### src/rtl/mode_word_pkg.sv
package mode_word_pkg;

	// Bus widths
	localparam int ADDR_W  = 8'h12;
	localparam int SEL_W   = 8'h03;
	localparam int WORDS_N = 8'h06;
	localparam int REC_W   = 8'h05;
	localparam int RL_W    = 8'h06;
	localparam int WL_W    = 8'h05;

	// Register selector codes
	localparam logic [2:0] SEL_FIRST        = 3'h0;
	localparam logic [2:0] SEL_SECOND       = 3'h1;
	localparam logic [2:0] SEL_THIRD        = 3'h2;
	localparam logic [2:0] SEL_CONTROL_WORD = 3'h7;

	// First word field positions
	localparam int WR_HI_POS  = 8'h0D;
	localparam int WR_LO_LSB  = 8'h09;
	localparam int RL_HI_POS  = 8'h0C;
	localparam int RL_MID_LSB = 8'h04;
	localparam int RL_LO_POS  = 8'h02;

	// Second word field positions
	localparam int OUT_DISABLE_POS = 8'h0C;
	localparam int STROBE_POS      = 8'h0B;
	localparam int NOM_LSB         = 8'h08;
	localparam int LEVEL_POS       = 8'h07;
	localparam int AL_LSB          = 8'h03;
	localparam int DRV_LSB         = 8'h01;
	localparam int DLL_POS         = 8'h00;

	// Third word field positions
	localparam int CRC_POS = 8'h0C;
	localparam int WRT_LSB = 8'h09;
	localparam int SRR_LSB = 8'h06;
	localparam int WL_LSB  = 8'h03;

	// Bits that must be written as zero, per word
	localparam logic [ADDR_W-1:0] FIRST_RSV_MASK  = 18'h20000;
	localparam logic [ADDR_W-1:0] SECOND_RSV_MASK = 18'h22060;
	localparam logic [ADDR_W-1:0] THIRD_RSV_MASK  = 18'h22107;

	// Decode tables, entry 0 on the right
	localparam logic [4:0] REC_CODES = 5'h09;
	localparam logic [8:0][REC_W-1:0] RECOVERY_TBL = {5'h1A, 5'h16, 5'h18, 5'h14, 5'h12,
		5'h10, 5'h0E, 5'h0C, 5'h0A};
	localparam logic [5:0] RL_CODES = 6'h18;
	localparam logic [4:0] RL_STACK_A = 5'h10;
	localparam logic [4:0] RL_STACK_B = 5'h12;
	localparam logic [4:0] RL_RSV_A   = 5'h14;
	localparam logic [4:0] RL_RSV_B   = 5'h16;
	localparam logic [23:0][RL_W-1:0] READ_LAT_TBL = {6'h20, 6'h1F, 6'h1E, 6'h1D, 6'h1C,
		6'h1B, 6'h1A, 6'h19, 6'h15, 6'h13, 6'h11, 6'h17, 6'h18, 6'h16, 6'h14, 6'h12,
		6'h10, 6'h0F, 6'h0E, 6'h0D, 6'h0C, 6'h0B, 6'h0A, 6'h09};
	localparam logic [7:0][WL_W-1:0] WRITE_LAT_TBL = {5'h14, 5'h12, 5'h10, 5'h0E, 5'h0C,
		5'h0B, 5'h0A, 5'h09};
	localparam logic [RL_W-1:0] AL_STEP_ONE = 6'h01;
	localparam logic [RL_W-1:0] AL_STEP_TWO = 6'h02;

	// Field encodings, listed in code order
	typedef enum logic [2:0] {NOM_OFF, NOM_REF_DIV4, NOM_REF_DIV2, NOM_REF_DIV6,
		NOM_REF_DIV1, NOM_REF_DIV5, NOM_REF_DIV3, NOM_REF_DIV7} nominal_termination_t;
	typedef enum logic [2:0] {WRT_OFF, WRT_REF_DIV2, WRT_REF_DIV1, WRT_HIZ, WRT_REF_DIV3,
		WRT_RSV5, WRT_RSV6, WRT_RSV7} write_termination_t;
	typedef enum logic [1:0] {DRV_REF_DIV7, DRV_REF_DIV5, DRV_RSV2, DRV_RSV3} driver_strength_t;
	typedef enum logic [1:0] {AL_ZERO, AL_MINUS_ONE, AL_MINUS_TWO, AL_UNDEF} added_latency_t;
	typedef enum logic [1:0] {SRR_NORMAL, SRR_REDUCED, SRR_EXTENDED,
		SRR_AUTO} self_refresh_range_t;

	// Mode-register-set command as seen on the pins
	typedef struct packed {
		logic              valid;
		logic [1:0]        bank_group;
		logic [1:0]        bank;
		logic [ADDR_W-1:0] addr;
	} mode_cmd_t;

	typedef struct packed {
		logic [3:0]       recovery_code;
		logic [REC_W-1:0] write_recovery;
		logic [REC_W-1:0] read_to_precharge_cycles;
		logic             recovery_reserved;
		logic [4:0]       latency_code;
		logic [RL_W-1:0]  read_latency;
		logic             latency_reserved;
	} first_mode_word_t;

	typedef struct packed {
		logic                 output_disable;
		logic                 termination_strobe;
		nominal_termination_t nominal_termination;
		logic                 write_leveling;
		added_latency_t       added_latency;
		driver_strength_t     driver_strength;
		logic                 dll_enable;
	} second_mode_word_t;

	typedef struct packed {
		logic                write_crc;
		write_termination_t  write_termination;
		self_refresh_range_t self_refresh_range;
		logic [2:0]          write_latency_code;
		logic [WL_W-1:0]     write_latency;
	} third_mode_word_t;

	localparam first_mode_word_t  FIRST_RESET  = '0;
	localparam second_mode_word_t SECOND_RESET = '0;
	localparam third_mode_word_t  THIRD_RESET  = '0;

endpackage

### src/rtl/recovery_decode.sv
`timescale 1ns/1ps
module recovery_decode (
	input  wire logic [3:0]                   code,
	output logic [mode_word_pkg::REC_W-1:0]   write_recovery,
	output logic [mode_word_pkg::REC_W-1:0]   read_to_precharge_cycles,
	output logic                              reserved
);
	import mode_word_pkg::*;

	// Table lookup; codes past the table are reserved and read zero
	always_comb begin
		reserved = ({1'b0, code} >= REC_CODES);
		write_recovery = '0;
		if (!reserved) begin
			write_recovery = RECOVERY_TBL[code];
		end
		// Precharge delay is half the recovery for every defined code
		read_to_precharge_cycles = write_recovery >> 1;
	end

endmodule

### src/rtl/read_latency_decode.sv
`timescale 1ns/1ps
module read_latency_decode (
	input  wire logic [4:0]                  code,
	input  wire logic                        stacked_die,
	output logic [mode_word_pkg::RL_W-1:0]   read_latency,
	output logic                             reserved
);
	import mode_word_pkg::*;

	// Reserved codes: beyond table, held slots, and stacked-only values on plain parts
	always_comb begin
		reserved = ({1'b0, code} >= RL_CODES) || (code == RL_RSV_A) || (code == RL_RSV_B)
			|| (!stacked_die && ((code == RL_STACK_A) || (code == RL_STACK_B)));
		read_latency = '0;
		if (!reserved) begin
			read_latency = READ_LAT_TBL[code];
		end
	end

endmodule

### src/rtl/sdram_mode_register_decode.sv
`timescale 1ns/1ps
module sdram_mode_register_decode (
	input  wire logic                                core_clk,
	input  wire logic                                reset,
	input  wire mode_word_pkg::mode_cmd_t            mode_cmd,
	input  wire logic                                stacked_die,
	output mode_word_pkg::first_mode_word_t          first_mode_word,
	output mode_word_pkg::second_mode_word_t         output_termination_mode_word,
	output mode_word_pkg::third_mode_word_t          write_latency_mode_word,
	output logic [mode_word_pkg::RL_W-1:0]           added_latency_cycles,
	output logic                                     added_latency_undefined,
	output logic                                     data_buffers_enabled,
	output logic                                     strobe_buffers_enabled,
	output logic [mode_word_pkg::WORDS_N-1:0]        register_written,
	output logic                                     reserved_bits_seen
);
	import mode_word_pkg::*;

	// Selector to one-hot; the control word code gives no bit at all
	function automatic logic [WORDS_N-1:0] select_onehot(input logic [SEL_W-1:0] sel);
		logic [WORDS_N-1:0] hot;
		hot = '0;
		if (sel < SEL_W'(WORDS_N)) begin
			hot[sel] = 1'b1;
		end
		return hot;
	endfunction

	// Write latency lookup, used by the store path
	function automatic logic [WL_W-1:0] write_latency_of(input logic [2:0] code);
		return WRITE_LAT_TBL[code];
	endfunction

	logic [SEL_W-1:0]   sel;
	logic [ADDR_W-1:0]  a;
	logic               accept;
	logic [3:0]         rec_code;
	logic [4:0]         rl_code;
	logic [REC_W-1:0]   rec_cycles;
	logic [REC_W-1:0]   rtp_cycles;
	logic               rec_reserved;
	logic [RL_W-1:0]    rl_cycles;
	logic               rl_reserved;

	first_mode_word_t   first_r;
	first_mode_word_t   first_nxt;
	second_mode_word_t  second_r;
	second_mode_word_t  second_nxt;
	third_mode_word_t   third_r;
	third_mode_word_t   third_nxt;
	logic [WORDS_N-1:0] written_r;
	logic [WORDS_N-1:0] written_nxt;
	logic               rsv_seen_r;
	logic               rsv_seen_nxt;
	logic [RL_W-1:0]    added_r;
	logic [RL_W-1:0]    added_nxt;
	logic               added_undef_r;
	logic               added_undef_nxt;

	// Selector rides on bank group bit 0 and the bank bits
	assign sel = {mode_cmd.bank_group[0], mode_cmd.bank};
	assign a   = mode_cmd.addr;
	assign accept = mode_cmd.valid && (sel != SEL_CONTROL_WORD);

	assign rec_code = {a[WR_HI_POS], a[WR_LO_LSB +: 3]};
	assign rl_code  = {a[RL_HI_POS], a[RL_MID_LSB +: 3], a[RL_LO_POS]};

	recovery_decode u_recovery (
		.code                     (rec_code),
		.write_recovery           (rec_cycles),
		.read_to_precharge_cycles (rtp_cycles),
		.reserved                 (rec_reserved)
	);

	read_latency_decode u_read_latency (
		.code         (rl_code),
		.stacked_die  (stacked_die),
		.read_latency (rl_cycles),
		.reserved     (rl_reserved)
	);

	// Next values; a write replaces every field of the addressed word at once
	always_comb begin
		first_nxt    = first_r;
		second_nxt   = second_r;
		third_nxt    = third_r;
		rsv_seen_nxt = rsv_seen_r;
		written_nxt  = accept ? select_onehot(sel) : '0;
		if (accept) begin
			// Reserved bits are only reported; the controller owns them
			rsv_seen_nxt = mode_cmd.bank_group[1];
			unique case (sel)
				SEL_FIRST: begin
					first_nxt.recovery_code            = rec_code;
					first_nxt.write_recovery           = rec_cycles;
					first_nxt.read_to_precharge_cycles = rtp_cycles;
					first_nxt.recovery_reserved        = rec_reserved;
					first_nxt.latency_code             = rl_code;
					first_nxt.read_latency             = rl_cycles;
					first_nxt.latency_reserved         = rl_reserved;
					rsv_seen_nxt = mode_cmd.bank_group[1] || |(a & FIRST_RSV_MASK);
				end
				SEL_SECOND: begin
					second_nxt.output_disable      = a[OUT_DISABLE_POS];
					second_nxt.termination_strobe  = a[STROBE_POS];
					second_nxt.nominal_termination = nominal_termination_t'(a[NOM_LSB +: 3]);
					second_nxt.write_leveling      = a[LEVEL_POS];
					second_nxt.added_latency       = added_latency_t'(a[AL_LSB +: 2]);
					second_nxt.driver_strength     = driver_strength_t'(a[DRV_LSB +: 2]);
					second_nxt.dll_enable          = a[DLL_POS];
					rsv_seen_nxt = mode_cmd.bank_group[1] || |(a & SECOND_RSV_MASK);
				end
				SEL_THIRD: begin
					third_nxt.write_crc          = a[CRC_POS];
					third_nxt.write_termination  = write_termination_t'(a[WRT_LSB +: 3]);
					third_nxt.self_refresh_range = self_refresh_range_t'(a[SRR_LSB +: 2]);
					third_nxt.write_latency_code = a[WL_LSB +: 3];
					third_nxt.write_latency      = write_latency_of(a[WL_LSB +: 3]);
					rsv_seen_nxt = mode_cmd.bank_group[1] || |(a & THIRD_RSV_MASK);
				end
				default: begin
					// Fourth to sixth words belong to other blocks; only the strobe and the bank group bit 1 reserved flag show
				end
			endcase
		end
	end

	// Added latency tracks read latency one cycle late, so a later first-word
	// write is picked up without rewriting the second word
	always_comb begin
		added_nxt       = '0;
		added_undef_nxt = 1'b0;
		unique case (second_r.added_latency)
			AL_ZERO: begin
				added_nxt = '0;
			end
			AL_MINUS_ONE: begin
				if (first_r.read_latency >= AL_STEP_ONE) begin
					added_nxt = first_r.read_latency - AL_STEP_ONE;
				end
			end
			AL_MINUS_TWO: begin
				if (first_r.read_latency >= AL_STEP_TWO) begin
					added_nxt = first_r.read_latency - AL_STEP_TWO;
				end
			end
			AL_UNDEF: begin
				added_undef_nxt = 1'b1;
			end
		endcase
	end

	always_ff @(posedge core_clk or posedge reset) begin
		if (reset) begin
			first_r       <= FIRST_RESET;
			second_r      <= SECOND_RESET;
			third_r       <= THIRD_RESET;
			written_r     <= '0;
			rsv_seen_r    <= 1'b0;
			added_r       <= '0;
			added_undef_r <= 1'b0;
		end else begin
			first_r       <= first_nxt;
			second_r      <= second_nxt;
			third_r       <= third_nxt;
			written_r     <= written_nxt;
			rsv_seen_r    <= rsv_seen_nxt;
			added_r       <= added_nxt;
			added_undef_r <= added_undef_nxt;
		end
	end

	// Outputs straight from the stored words
	assign first_mode_word              = first_r;
	assign output_termination_mode_word = second_r;
	assign write_latency_mode_word      = third_r;
	assign added_latency_cycles         = added_r;
	assign added_latency_undefined      = added_undef_r;
	assign register_written             = written_r;
	assign reserved_bits_seen           = rsv_seen_r;
	assign data_buffers_enabled   = !second_r.output_disable;
	assign strobe_buffers_enabled = !second_r.output_disable;
endmodule

### config.mk
export PLATFORM = sky130hd
export DESIGN_NAME = sdram_mode_register_decode
export DESIGN_NICKNAME = d
export VERILOG_FILES = /design/src/rtl/mode_word_pkg.sv /design/src/rtl/recovery_decode.sv /design/src/rtl/read_latency_decode.sv /design/src/rtl/sdram_mode_register_decode.sv
export SDC_FILE = /design/constraint.sdc
export NUM_CORES = 1
export LEC_CHECK = 0
export BUFFER_PORTS_ARGS = -buffer_cell sky130_fd_sc_hd__buf_4
export CAP_MARGIN = 0
export CELL_PAD_IN_SITES_DETAIL_PLACEMENT = 2
export CELL_PAD_IN_SITES_GLOBAL_PLACEMENT = 2
export CORE_UTILIZATION = 25
export DETAILED_ROUTE_END_ITERATION = 16
export GPL_ROUTABILITY_DRIVEN = 0
export PLACE_DENSITY_LB_ADDON = 0.1
export SYNTH_ARGS = -nofsm -noshare
export SYNTH_HDL_FRONTEND = slang
export SYNTH_SLANG_ARGS = --single-unit
### constraint.sdc
create_clock -name core_clk -period 3.7 [get_ports core_clk]
set_clock_uncertainty 0.2 [all_clocks]
set_input_delay 0.37 -clock core_clk [delete_from_list [all_inputs] [get_ports core_clk]]
set_output_delay 0.37 -clock core_clk [all_outputs]
set_load 0.01 [all_outputs]
# --- After elaboration in Yosys (flattened, before gate mapping) ---
# Memories as Yosys holds them, arrays and structs flattened. A register that Yosys moved wholly into a read port is not among the register bits.
# Cells that the tools add are included.
op_classes:
  add_sub_neg: 2
  magnitude_cmp: 9
  n_eq_ne: 10
  muxes: 13
  n_reduce_logical: 18
op_table:
  columns: ["operator", "count"]
  rows:
  - ["$mux W6", 6]
  - ["$eq A5 B5 Y1 const B", 4]
  - ["$pmux W6 S2", 1]
  - ["$mux W5", 2]
  - ["$logic_or A1 B1 Y1", 7]
  - ["$ge A6 B1 Y1 const B", 1]
  - ["$ge A6 B2 Y1 const B", 1]
  - ["$lt A5 B6 Y1 const B", 1]
  - ["$reduce_and A2 Y1", 3]
  - ["$reduce_or A6 Y1", 1]
  - ["$sub A6 B1 Y6 const B", 1]
  - ["$sub A6 B2 Y6 const B", 1]
  - ["$ge A5 B5 Y1 const B", 1]
  - ["$lt A4 B5 Y1 const B", 1]
  - ["$eq A2 B2 Y1 const B", 2]
  - ["$ge A4 B4 Y1 const B", 1]
  - ["$lt A3 B4 Y1 const B", 1]
  - ["$reduce_or A4 Y1", 1]
  - ["$demux W1 S3", 1]
  - ["$eq A3 B1 Y1 const B", 1]
  - ["$eq A3 B2 Y1 const B", 1]
  - ["$ge A3 B1 Y1 const B", 1]
  - ["$logic_and A1 B1 Y1", 3]
  - ["$logic_not A3 Y1", 1]
  - ["other kinds (6)", 8]
word_totals:
  reg_bits: 60
  romBits: 312
  in_bits: 26
  output_inout_bits: 68
  wordCells: 77
  memories: 3
mem_list:
  columns: ["name", "depth", "width", "rd", "rd_clocked_by_memory_dff", "wr", "line", "source"]
  rows:
  - ["(name not given)", 32, 6, 1, 0, 0, "read_latency_decode.sv:16", "read_latency = READ_LAT_TBL[code];"]
  - ["(name not given)", 16, 5, 1, 0, 0, "recovery_decode.sv:15", "write_recovery = RECOVERY_TBL[code];"]
  - ["(name not given)", 8, 5, 1, 1, 0, "sdram_mode_register_decode.sv:31", "return WRITE_LAT_TBL[code];"]

# --- Logic depth before layout (Yosys ltp) ---
# Gate-level depths: netlist of run 1.
depth:
  ltp_word: 6
  ltp_mapped: 6
  depth_no_buf: 6

# --- Hierarchy ---
# A second synthesis of run 1 with hierarchy kept.
hier_totals:
  hier_cells: 265
  area_unflattened_um2: 3221.8
by_module_without_submodules:
  columns: ["mod", "n_inst", "cells_each", "area_each_um2"]
  rows:
  - ["sdram_mode_register_decode", 1, 210, 2786.4]
  - ["read_latency_decode", 1, 32, 250.2]
  - ["recovery_decode", 1, 23, 185.2]

# --- Worst setup path after synthesis of run 1 ---
# OpenSTA, ideal clock, no wires.
synth_path:
  kind: "register to register"
  from: "reg first_r (netlist bit first_mode_word[2])"
  to: "reg added_r[4] (netlist: added_latency_cycles[4])"
  setup_ns: 0.124
  arrival_ns: 1.788
  t_required_ns: 3.376
  slack_ns: 1.588
  path_stages_with_launch: 7
  path_buffers: 0
  period_less_slack_ns: 2.112
  path_cell_list: "dfrtp_1 inv_1 ha_1 or3b_4 o41ai_4 nor2_1 o31a_1"
synth_between:
  elab_chain_cells: 3
  elab_cells_between_ends: 7
synth_rtl:
  columns: ["item", "line", "source"]
  rows:
  - ["start: declaration", "sdram_mode_register_decode.sv:45", "first_mode_word_t first_r;"]
  - ["start signal: assignment", "sdram_mode_register_decode.sv:163", "first_r <= first_nxt;"]
  - ["$sub A6 B2 Y6, or another cell as far along", "sdram_mode_register_decode.sv:144", "added_nxt = first_r.read_latency - AL_STEP_TWO;"]
  - ["$mux W6 (on tied branches)", "sdram_mode_register_decode.sv:143, sdram_mode_register_decode.sv:138", null]
  - ["$pmux W6 S2 *", "sdram_mode_register_decode.sv:133", "unique case (second_r.added_latency)"]
  - ["net added_nxt[4]", "sdram_mode_register_decode.sv:56", "logic [RL_W-1:0] added_nxt;"]
  - ["end signal: assignment", "sdram_mode_register_decode.sv:168", "added_r <= added_nxt;"]
  - ["end: declaration", "sdram_mode_register_decode.sv:55", "logic [RL_W-1:0] added_r;"]
# The timed path passes the listed nets; every way through them passes the cells marked *.
# A chain may end at the register's enable or synchronous reset.

# --- Worst setup path after layout of run 1 ---
# Ends and elaborated chain as after synthesis.

==> out/metrics.csv, run 1 <==
stage,metric,value,unit
global_routing,grt_pass1_wl,13.02,mm
drt,dr.first_iter.drc_count,41,
layout,diodes,0,
sta,fin_crit_sh,63.35,%
global_routing,antenna_found_initial,0,
yosys,synth_edf_count,0,
sta,max_freq,426.6,MHz
setup_path,worstReg2RegEnd,added_latency_cycles[4],
floorplan,die_y,109.8,um
pwr,vdd_drop_max,0.1997,mV
clock_network,clk_latency,0.32,ns
yosys,async_flop_share,100.0,%
sta,setup_tns,0,ns
yosys,synth_seq_cells,60,
drt,drt-met1-wl,3.612,mm
pwr,powerDensity,582.8,nW/um2
clock_network,path_clk_slew,0.05,ns
min_path,whs_path_depth,2,
sta,slew-limit-headroom,38.69,%
clock_network,cts_buffers,9,
yosys,ys_warn_count,0,
global_routing,grt_max_degree,32,
sta,fin_crit,2.344,ns
setup_path,setup.worst_path.class,register to register,
setup_path,required,3.70,ns
yosys,synth_area,2905,um2
setup_path,r2r-start,first_mode_word[2],
clock_network,cts_setup_buffers,0,
drt,wl_met2,3.687,mm
drt,highest_layer,met4,
drt,wl_met3,372,um
clock_network,clk_path_buf_depth,2,
clock_network,cts_tree,yes,
yosys,yosys-top-cells-count,"dfrtp_1 (60), nand2_1 (37), mux2_2 (21)",
drt,drt-vias-per-instance,4.644,
sta,setup_viol,0,
drt,routed_wl,7.837,mm
setup_path,endpoint_kind,register,
layout,syn_to_final_growth,36.43,%
place,dp_hpwl,5.671,mm
floorplan,fp.dieW,109.8,um
yosys,syn_area_per_cell,10.96,um2
clock_network,htree_levels,3,
place,port_buffers,88,
setup_path,arrival,2.35,ns
drt,vias,2308,
sta,hold_viol,0,
yosys,ys_top_cells_by_area,"dfrtp_1 (52%), mux2_2 (8.1%), ha_1 (7.3%), nand2_1 (4.8%), o21ai_0 (2.8%)",
drt,wl_per_cell,15.77,um
yosys,yosysMostFrequentCell,dfrtp_1,
sta,tightest_slew,0.9197,ns
layout,post-route-util,34.86,%
global_routing,grt_pass1_vias,2524,
flow_run,drv_cap,0,
clock_network,clock_sinks,60,
sta,final-max-slew-violation-count,0,
yosys,syn_inst,265,
sta,rsz0062_at_grt,no,
drt,dr.pass1.iters,4,
global_routing,grt_usage,14.50,%
setup_path,critPathMaxFanout,8,
run_status,status,completed,
global_routing,overflow,0,
min_path,hp-start,mode_cmd[19],
yosys,yosysTopAreaCell,dfrtp_1,
setup_path,worstSetupStartpointType,register,
drt,drc_errors,0,
layout,n_fill_cell,1250,
floorplan,ios,94,
layout,nNetsFinal,394,
floorplan,die_area,12060,um2
yosys,synth_cell_types,45,
yosys,yosys.area.top_type_share,51.68,%
floorplan,initial_core_util,25.55,%
min_path,holdPathEnd,register_written[4],
yosys,ys.flop_type,dfrtp_1,
clock_network,cts_root_buffer,clkbuf_16,
floorplan,core-area,11370,um2
setup_path,r2r_cells,6,
yosys,synth_seq_area_share,51.68,%
setup_path,regToRegSetupSlack,1.36,ns
floorplan,row_count,39,
min_path,hp-class,primary input to register,
drt,ant_nets,0,
pwr,leakagePower,1.938,nW
layout,drive_gt1_share,38.42,%
==> state kept, by name, summed over array words and instances, names as in the netlist <==
register and flops:
added_latency_cycles 6, added_latency_undefined 1, first_mode_word 21, output_termination_mode_word 11, register_written 6, reserved_bits_seen 1, write_latency_mode_word 14
==> worst max-delay path: stages, from the launching register on <==
cell	delay [ns]
dfrtp_1	0.47
inv_1	0.17
ha_1	0.22
or3b_4	0.43
o41ai_4	0.40
nor2_1	0.08
o31a_1	0.25
==> report_power, final <==
part           leakage, nW  internal [W]  total, W  switching (W)
Combinational         1.04      0.000321  0.000608       0.000287
Sequential           0.753      0.000779  0.000871      0.0000921
Clock                0.145      0.000549  0.000831       0.000282
==> final cells by class <==
cell class	count	area (um2)	share of cell area (%)
timing repair buffer	92	693.2	17.49
multi-input combinational	172	1239	31.25
inverter	16	60.06	1.515
tap	143	178.9	4.514
clock inverter	2	35.03	0.8838
sequential	60	1501	37.88
clock buffer	12	256.5	6.471
==> cells by family (layout without fill, tap and decap cells) <==
group / count (synthesis) / after routing / synth area share [%]
AO/OA/AOI/OAI: 51 / 51 / 13.05
XOR/XNOR: 1 / 1 / 0.3015
adder cells (fa/ha/maj): 17 / 17 / 7.321
buffers and inverters: 34 / 122 / 5.814
flip-flops: 60 / 60 / 51.68
multiplexers: 25 / 25 / 9.518
other: 1 / 2 / 0.1291
AND/OR/NAND/NOR: 76 / 76 / 12.19
==> layer usage <==
metal | vias up | global-route usage, %
li1 | 1077 | -
met1 | 1166 | 18.80
met2 | 53 | 22.68
met3 | 12 | 3.201
met4 | 0 | 7.143
met5 | - | 0
==> repair_timing <==
action	4_1_cts	5_1_grt
resized for setup	0	0
endpoints found under the hold margin	29	0
hold buffers	1	0
==> metrics by stage <==
stage / cell area, um2 / setup WS [ns] / instances / total power [W] / hold WS [ns]
CTS: 3964 / 1.283 / 497 / 0.002366 / 0.05541
floorplan: 2909 / 1.588 / 266 / 0.001204 / 0.2421
global placement: 3662 / 1.281 / 482 / 0.001491 / 0.2634
finish: 3964 / 1.356 / 497 / 0.002310 / 0.06312
detailed placement: 3662 / 1.268 / 482 / 0.001505 / 0.2724
global route: 3964 / 1.175 / 497 / 0.002456 / 0.07733
==> worst max path at each step <==
stage                        from                 endpoint  slack [ns]  cells after the start
6_report       first_mode_word[2]  added_latency_cycles[4]        1.36                      6
3_3_place_gp         mode_cmd[20]      first_mode_word[21]        1.28                      6
2_1_floorplan  first_mode_word[2]  added_latency_cycles[4]        1.59                      6
3_5_place_dp         mode_cmd[20]      first_mode_word[21]        1.27                      6
4_1_cts        first_mode_word[2]  added_latency_cycles[4]        1.28                      6
5_1_grt        first_mode_word[2]  added_latency_cycles[5]        1.17                      6
==> placed cells by master (no fill, tap or decap), drive strengths merged, types with 2 or more instances in the layout <==
cell / count
conb: 2
ha: 17
o211a: 2
nor2: 19
inv: 16
a21oi: 7
dfrtp: 60
nand2: 37
nor2b: 2
mux2i: 4
clkbuf: 12
o21ai: 16
mux2: 21
o22a: 2
nor3: 3
buf: 91
o211ai: 2
nand3b: 2
a31oi: 4
a22o: 4
o31ai: 5
nand2b: 4
o21a: 2
nor3b: 2
Power figures use the tool's default switching activity.
==> inputs of run 2 (changes only) <==
--- a/config.mk
+++ b/config.mk
@@ -5,6 +5,7 @@
 export SDC_FILE = /design/constraint.sdc
 export NUM_CORES = 1
 export LEC_CHECK = 0
+export ABC_AREA = 1
 export BUFFER_PORTS_ARGS = -buffer_cell sky130_fd_sc_hd__buf_4
 export CAP_MARGIN = 0
 export CELL_PAD_IN_SITES_DETAIL_PLACEMENT = 2
==> constraint.sdc (replaced) <==
create_clock -name core_clk -period 2 [get_ports core_clk]
set_clock_uncertainty 0.2 [all_clocks]
set_input_delay 0.2 -clock core_clk [delete_from_list [all_inputs] [get_ports core_clk]]
set_output_delay 0.2 -clock core_clk [all_outputs]
set_load 0.01 [all_outputs]
==> out/metrics.csv, run 2 <==
stage,metric,value,unit,change
drt,vias,2655,,was 2308
yosys,yosys.area.top_type_share,49.77,%,was 51.68%
layout,syn_to_final_growth,40.69,%,was 36.43%
yosys,ys_top_cells_by_area,"dfrtp_1 (50%), nand2_1 (12%), ha_1 (7.1%), o21ai_0 (4.1%), o21ai_2 (4.1%)",,"was dfrtp_1 (52%), mux2_2 (8.1%), ha_1 (7.3%), nand2_1 (4.8%), o21ai_0 (2.8%)"
clock_network,clk_latency,0.33,ns,was 0.32 ns
clock_network,clk_path_buf_depth,2,,unchanged
floorplan,fp.dieW,111.8,um,was 109.8 um
drt,dr.pass1.iters,10,,was 4
setup_path,arrival,1.80,ns,was 2.35 ns
place,pre_cts_ws,0.2600,ns,was 1.268 ns
sta,setup_tns,0,ns,unchanged
clock_network,cts_root_buffer,clkbuf_16,,unchanged
min_path,hp-class,primary input to register,,unchanged
setup_path,setup.worst_path.class,primary input to register,,was register to register
pwr,power.total,0.004352,W,was 0.002310 W
setup_path,path_cells,dlygate4sd3_1 -> buf_4 -> inv_1 -> ha_1 -> o21ai_0 -> nand2_1 -> nand2_1 -> nand2_1 -> o21a_1,,was inv_1 -> ha_1 -> or3b_4 -> o41ai_4 -> nor2_1 -> o31a_1
setup_path,critPathMaxFanout,6,,was 8
layout,nNetsFinal,487,,was 394
pwr,leakagePower,2.194,nW,was 1.938 nW
global_routing,antenna_found_initial,0,,unchanged
yosys,synth_seq_cells,60,,unchanged
yosys,synth_cell_types,30,,was 45
clock_network,cts_tree,yes,,unchanged
layout,drive_gt1_share,30.07,%,was 38.42%
yosys,synth_edf_count,0,,unchanged
floorplan,die_area,12510,um2,was 12060 um2
sta,hold_viol,0,,unchanged
place,port_buffers,88,,unchanged
yosys,yosysTopAreaCell,dfrtp_1,,unchanged
yosys,ys.flop_type,dfrtp_1,,unchanged
setup_path,worstSetupStartpointType,primary input,,was register
layout,largest_reg_flops,21,,unchanged
yosys,synth_area,3017,um2,was 2905 um2
drt,ant_nets,0,,unchanged
drt,drc_errors,8,,was 0
layout,layout_common_cells,"nand2_1 (97), buf_4 (91), dfrtp_1 (60)",,"was buf_4 (91), dfrtp_1 (60), nand2_1 (37)"
drt,routed_wl,8.736,mm,was 7.837 mm
drt,dr.first_iter.drc_count,42,,was 41
global_routing,grt_pass1_vias,2928,,was 2524
layout,n_fill_cell,1309,,was 1250
layout,post-route-util,36.70,%,was 34.86%
global_routing,grt_usage,15.23,%,was 14.50%
sta,max_freq,562.5,MHz,
sta,fin_crit,1.778,ns,
run_status,status,"complete, but fails checks",,was completed
drt,wl_per_cell,14.76,um,was 15.77 um
setup_path,max_stage_delay,0.53,ns,was 0.47 ns
global_routing,overflow,0,,unchanged
place,dp_hpwl,6.493,mm,was 5.671 mm
clock_network,cts_buffers,9,,unchanged
yosys,yosys-top-cells-count,"nand2_1 (97), dfrtp_1 (60), inv_1 (29)",,"was dfrtp_1 (60), nand2_1 (37), mux2_2 (21)"
floorplan,ios,94,,unchanged
flow_run,drv_cap,0,,unchanged
sta,fin_crit_sh,88.89,%,
clock_network,htree_levels,3,,unchanged
pwr,powerDensity,1025,nW/um2,was 582.8 nW/um2
yosys,syn_inst,338,,was 265
floorplan,initial_core_util,26.08,%,was 25.55%
yosys,async_flop_share,100.0,%,unchanged
global_routing,grt_max_degree,32,,unchanged
global_routing,grt_pass1_wl,14.56,mm,was 13.02 mm
yosys,synth_seq_area_share,49.77,%,was 51.68%
clock_network,clock_sinks,60,,unchanged
yosys,yosysMostFrequentCell,nand2_1,,was dfrtp_1
yosys,ys_warn_count,0,,unchanged
floorplan,core-area,11560,um2,was 11370 um2
yosys,syn_area_per_cell,8.925,um2,was 10.96 um2
clock_network,path_clk_slew,0.05,ns,about the same
run_status,violations,design-rule violations,,
sta,final-max-slew-violation-count,0,,unchanged
setup_path,required,2.03,ns,was 3.70 ns
setup_path,slowest_stage,dlygate4sd3_1,,was dfrtp_1
floorplan,die_y,111.8,um,was 109.8 um
sta,fin_ws,0.2221,ns,was 1.356 ns
clock_network,cts_setup_buffers,0,,unchanged
floorplan,row_count,39,,unchanged
layout,diodes,0,,unchanged
pwr,vdd_drop_max,0.3079,mV,was 0.1997 mV
sta,setup_viol,0,,unchanged
setup_path,crit_top_cell,nand2_1,,
setup_path,endpoint_kind,register,,unchanged
drt,drt-vias-per-instance,4.485,,was 4.644
sta,rsz0062_at_grt,no,,unchanged
layout,final_common_cell,nand2_1,,was buf_4
## run 2: final cells by class
class                           count  area, um2  area share, %
Sequential cell                    60       1501          35.38
Multi-Input combinational cell    230       1271          29.95
Timing Repair Buffer              108      853.3          20.11
Clock buffer                       10      239.0          5.631
Tap cell                          143      178.9          4.216
Inverter                           35      136.4          3.213
Clock inverter                      6      63.81          1.504
## run 2: per-stage QoR
stage,instance area (um2),std cells,hold slack [ns]
3_3_place_gp,3771,559,-0.1202
5_1_grt,4244,592,0.03063
3_5_place_dp,3771,559,-0.1210
6_report,4244,592,0.02791
2_1_floorplan,3020,339,0.07164
4_1_cts,4244,592,0.02076
## run 2: path summary, 6_finish.rpt
| path | slack (ns) | startpoint | cells after the start | endpoint |
|---|---|---|---|---|
| min reg2reg | 0.29 | output_termination_mode_word[7] | 2 | output_termination_mode_word[7] |
| min | 0.03 | mode_cmd[10] | 4 | first_mode_word[22] |
| max | 0.22 | mode_cmd[4] | 9 | first_mode_word[0] |
| max in group asynchronous | 0.92 | reset | 4 | first_mode_word[20] |
| max reg2reg | 0.28 | first_mode_word[1] | 7 | added_latency_cycles[2] |
| min in group asynchronous | 0.08 | reset | 3 | write_latency_mode_word[3] |
## run 2: report_power, final
| part | switching [W] | internal (W) |
|---|---|---|
| Clock | 0.000569 | 0.000994 |
| Combinational | 0.000635 | 0.000566 |
| Sequential | 0.000155 | 0.00143 |
## run 2: kinds of logic after synthesis
family | synth area share [%]
adder cells (fa/ha/maj) | 7.051
other | 0.1243
flip-flops | 49.77
XOR/XNOR | 1.162
AND/OR/NAND/NOR | 20.53
AO/OA/AOI/OAI | 13.15
buffers and inverters | 8.212
## run 2: worst max-delay path, delay by kind of cell
kind | cells | cell delay, ns
simple gates | 3 | 0.34
fa+ha+maj | 1 | 0.21
buf+inv | 3 | 0.79
compound gates | 2 | 0.27
## run 2: metal layers
layer  GRT usage (%)  wire length (um)  up-vias
li1                -                 -     1284
met1           18.46              3861     1299
met2           24.93              4192       59
met3           3.919               497       13
met4           7.838               185        0
met5               0                 0        -
## run 2: repair_timing
| action | 4_1_cts | 5_1_grt |
|---|---|---|
| hold endpoints to repair | 76 | 0 |
| resized for setup | 0 | 0 |
| hold buffers | 17 | 0 |
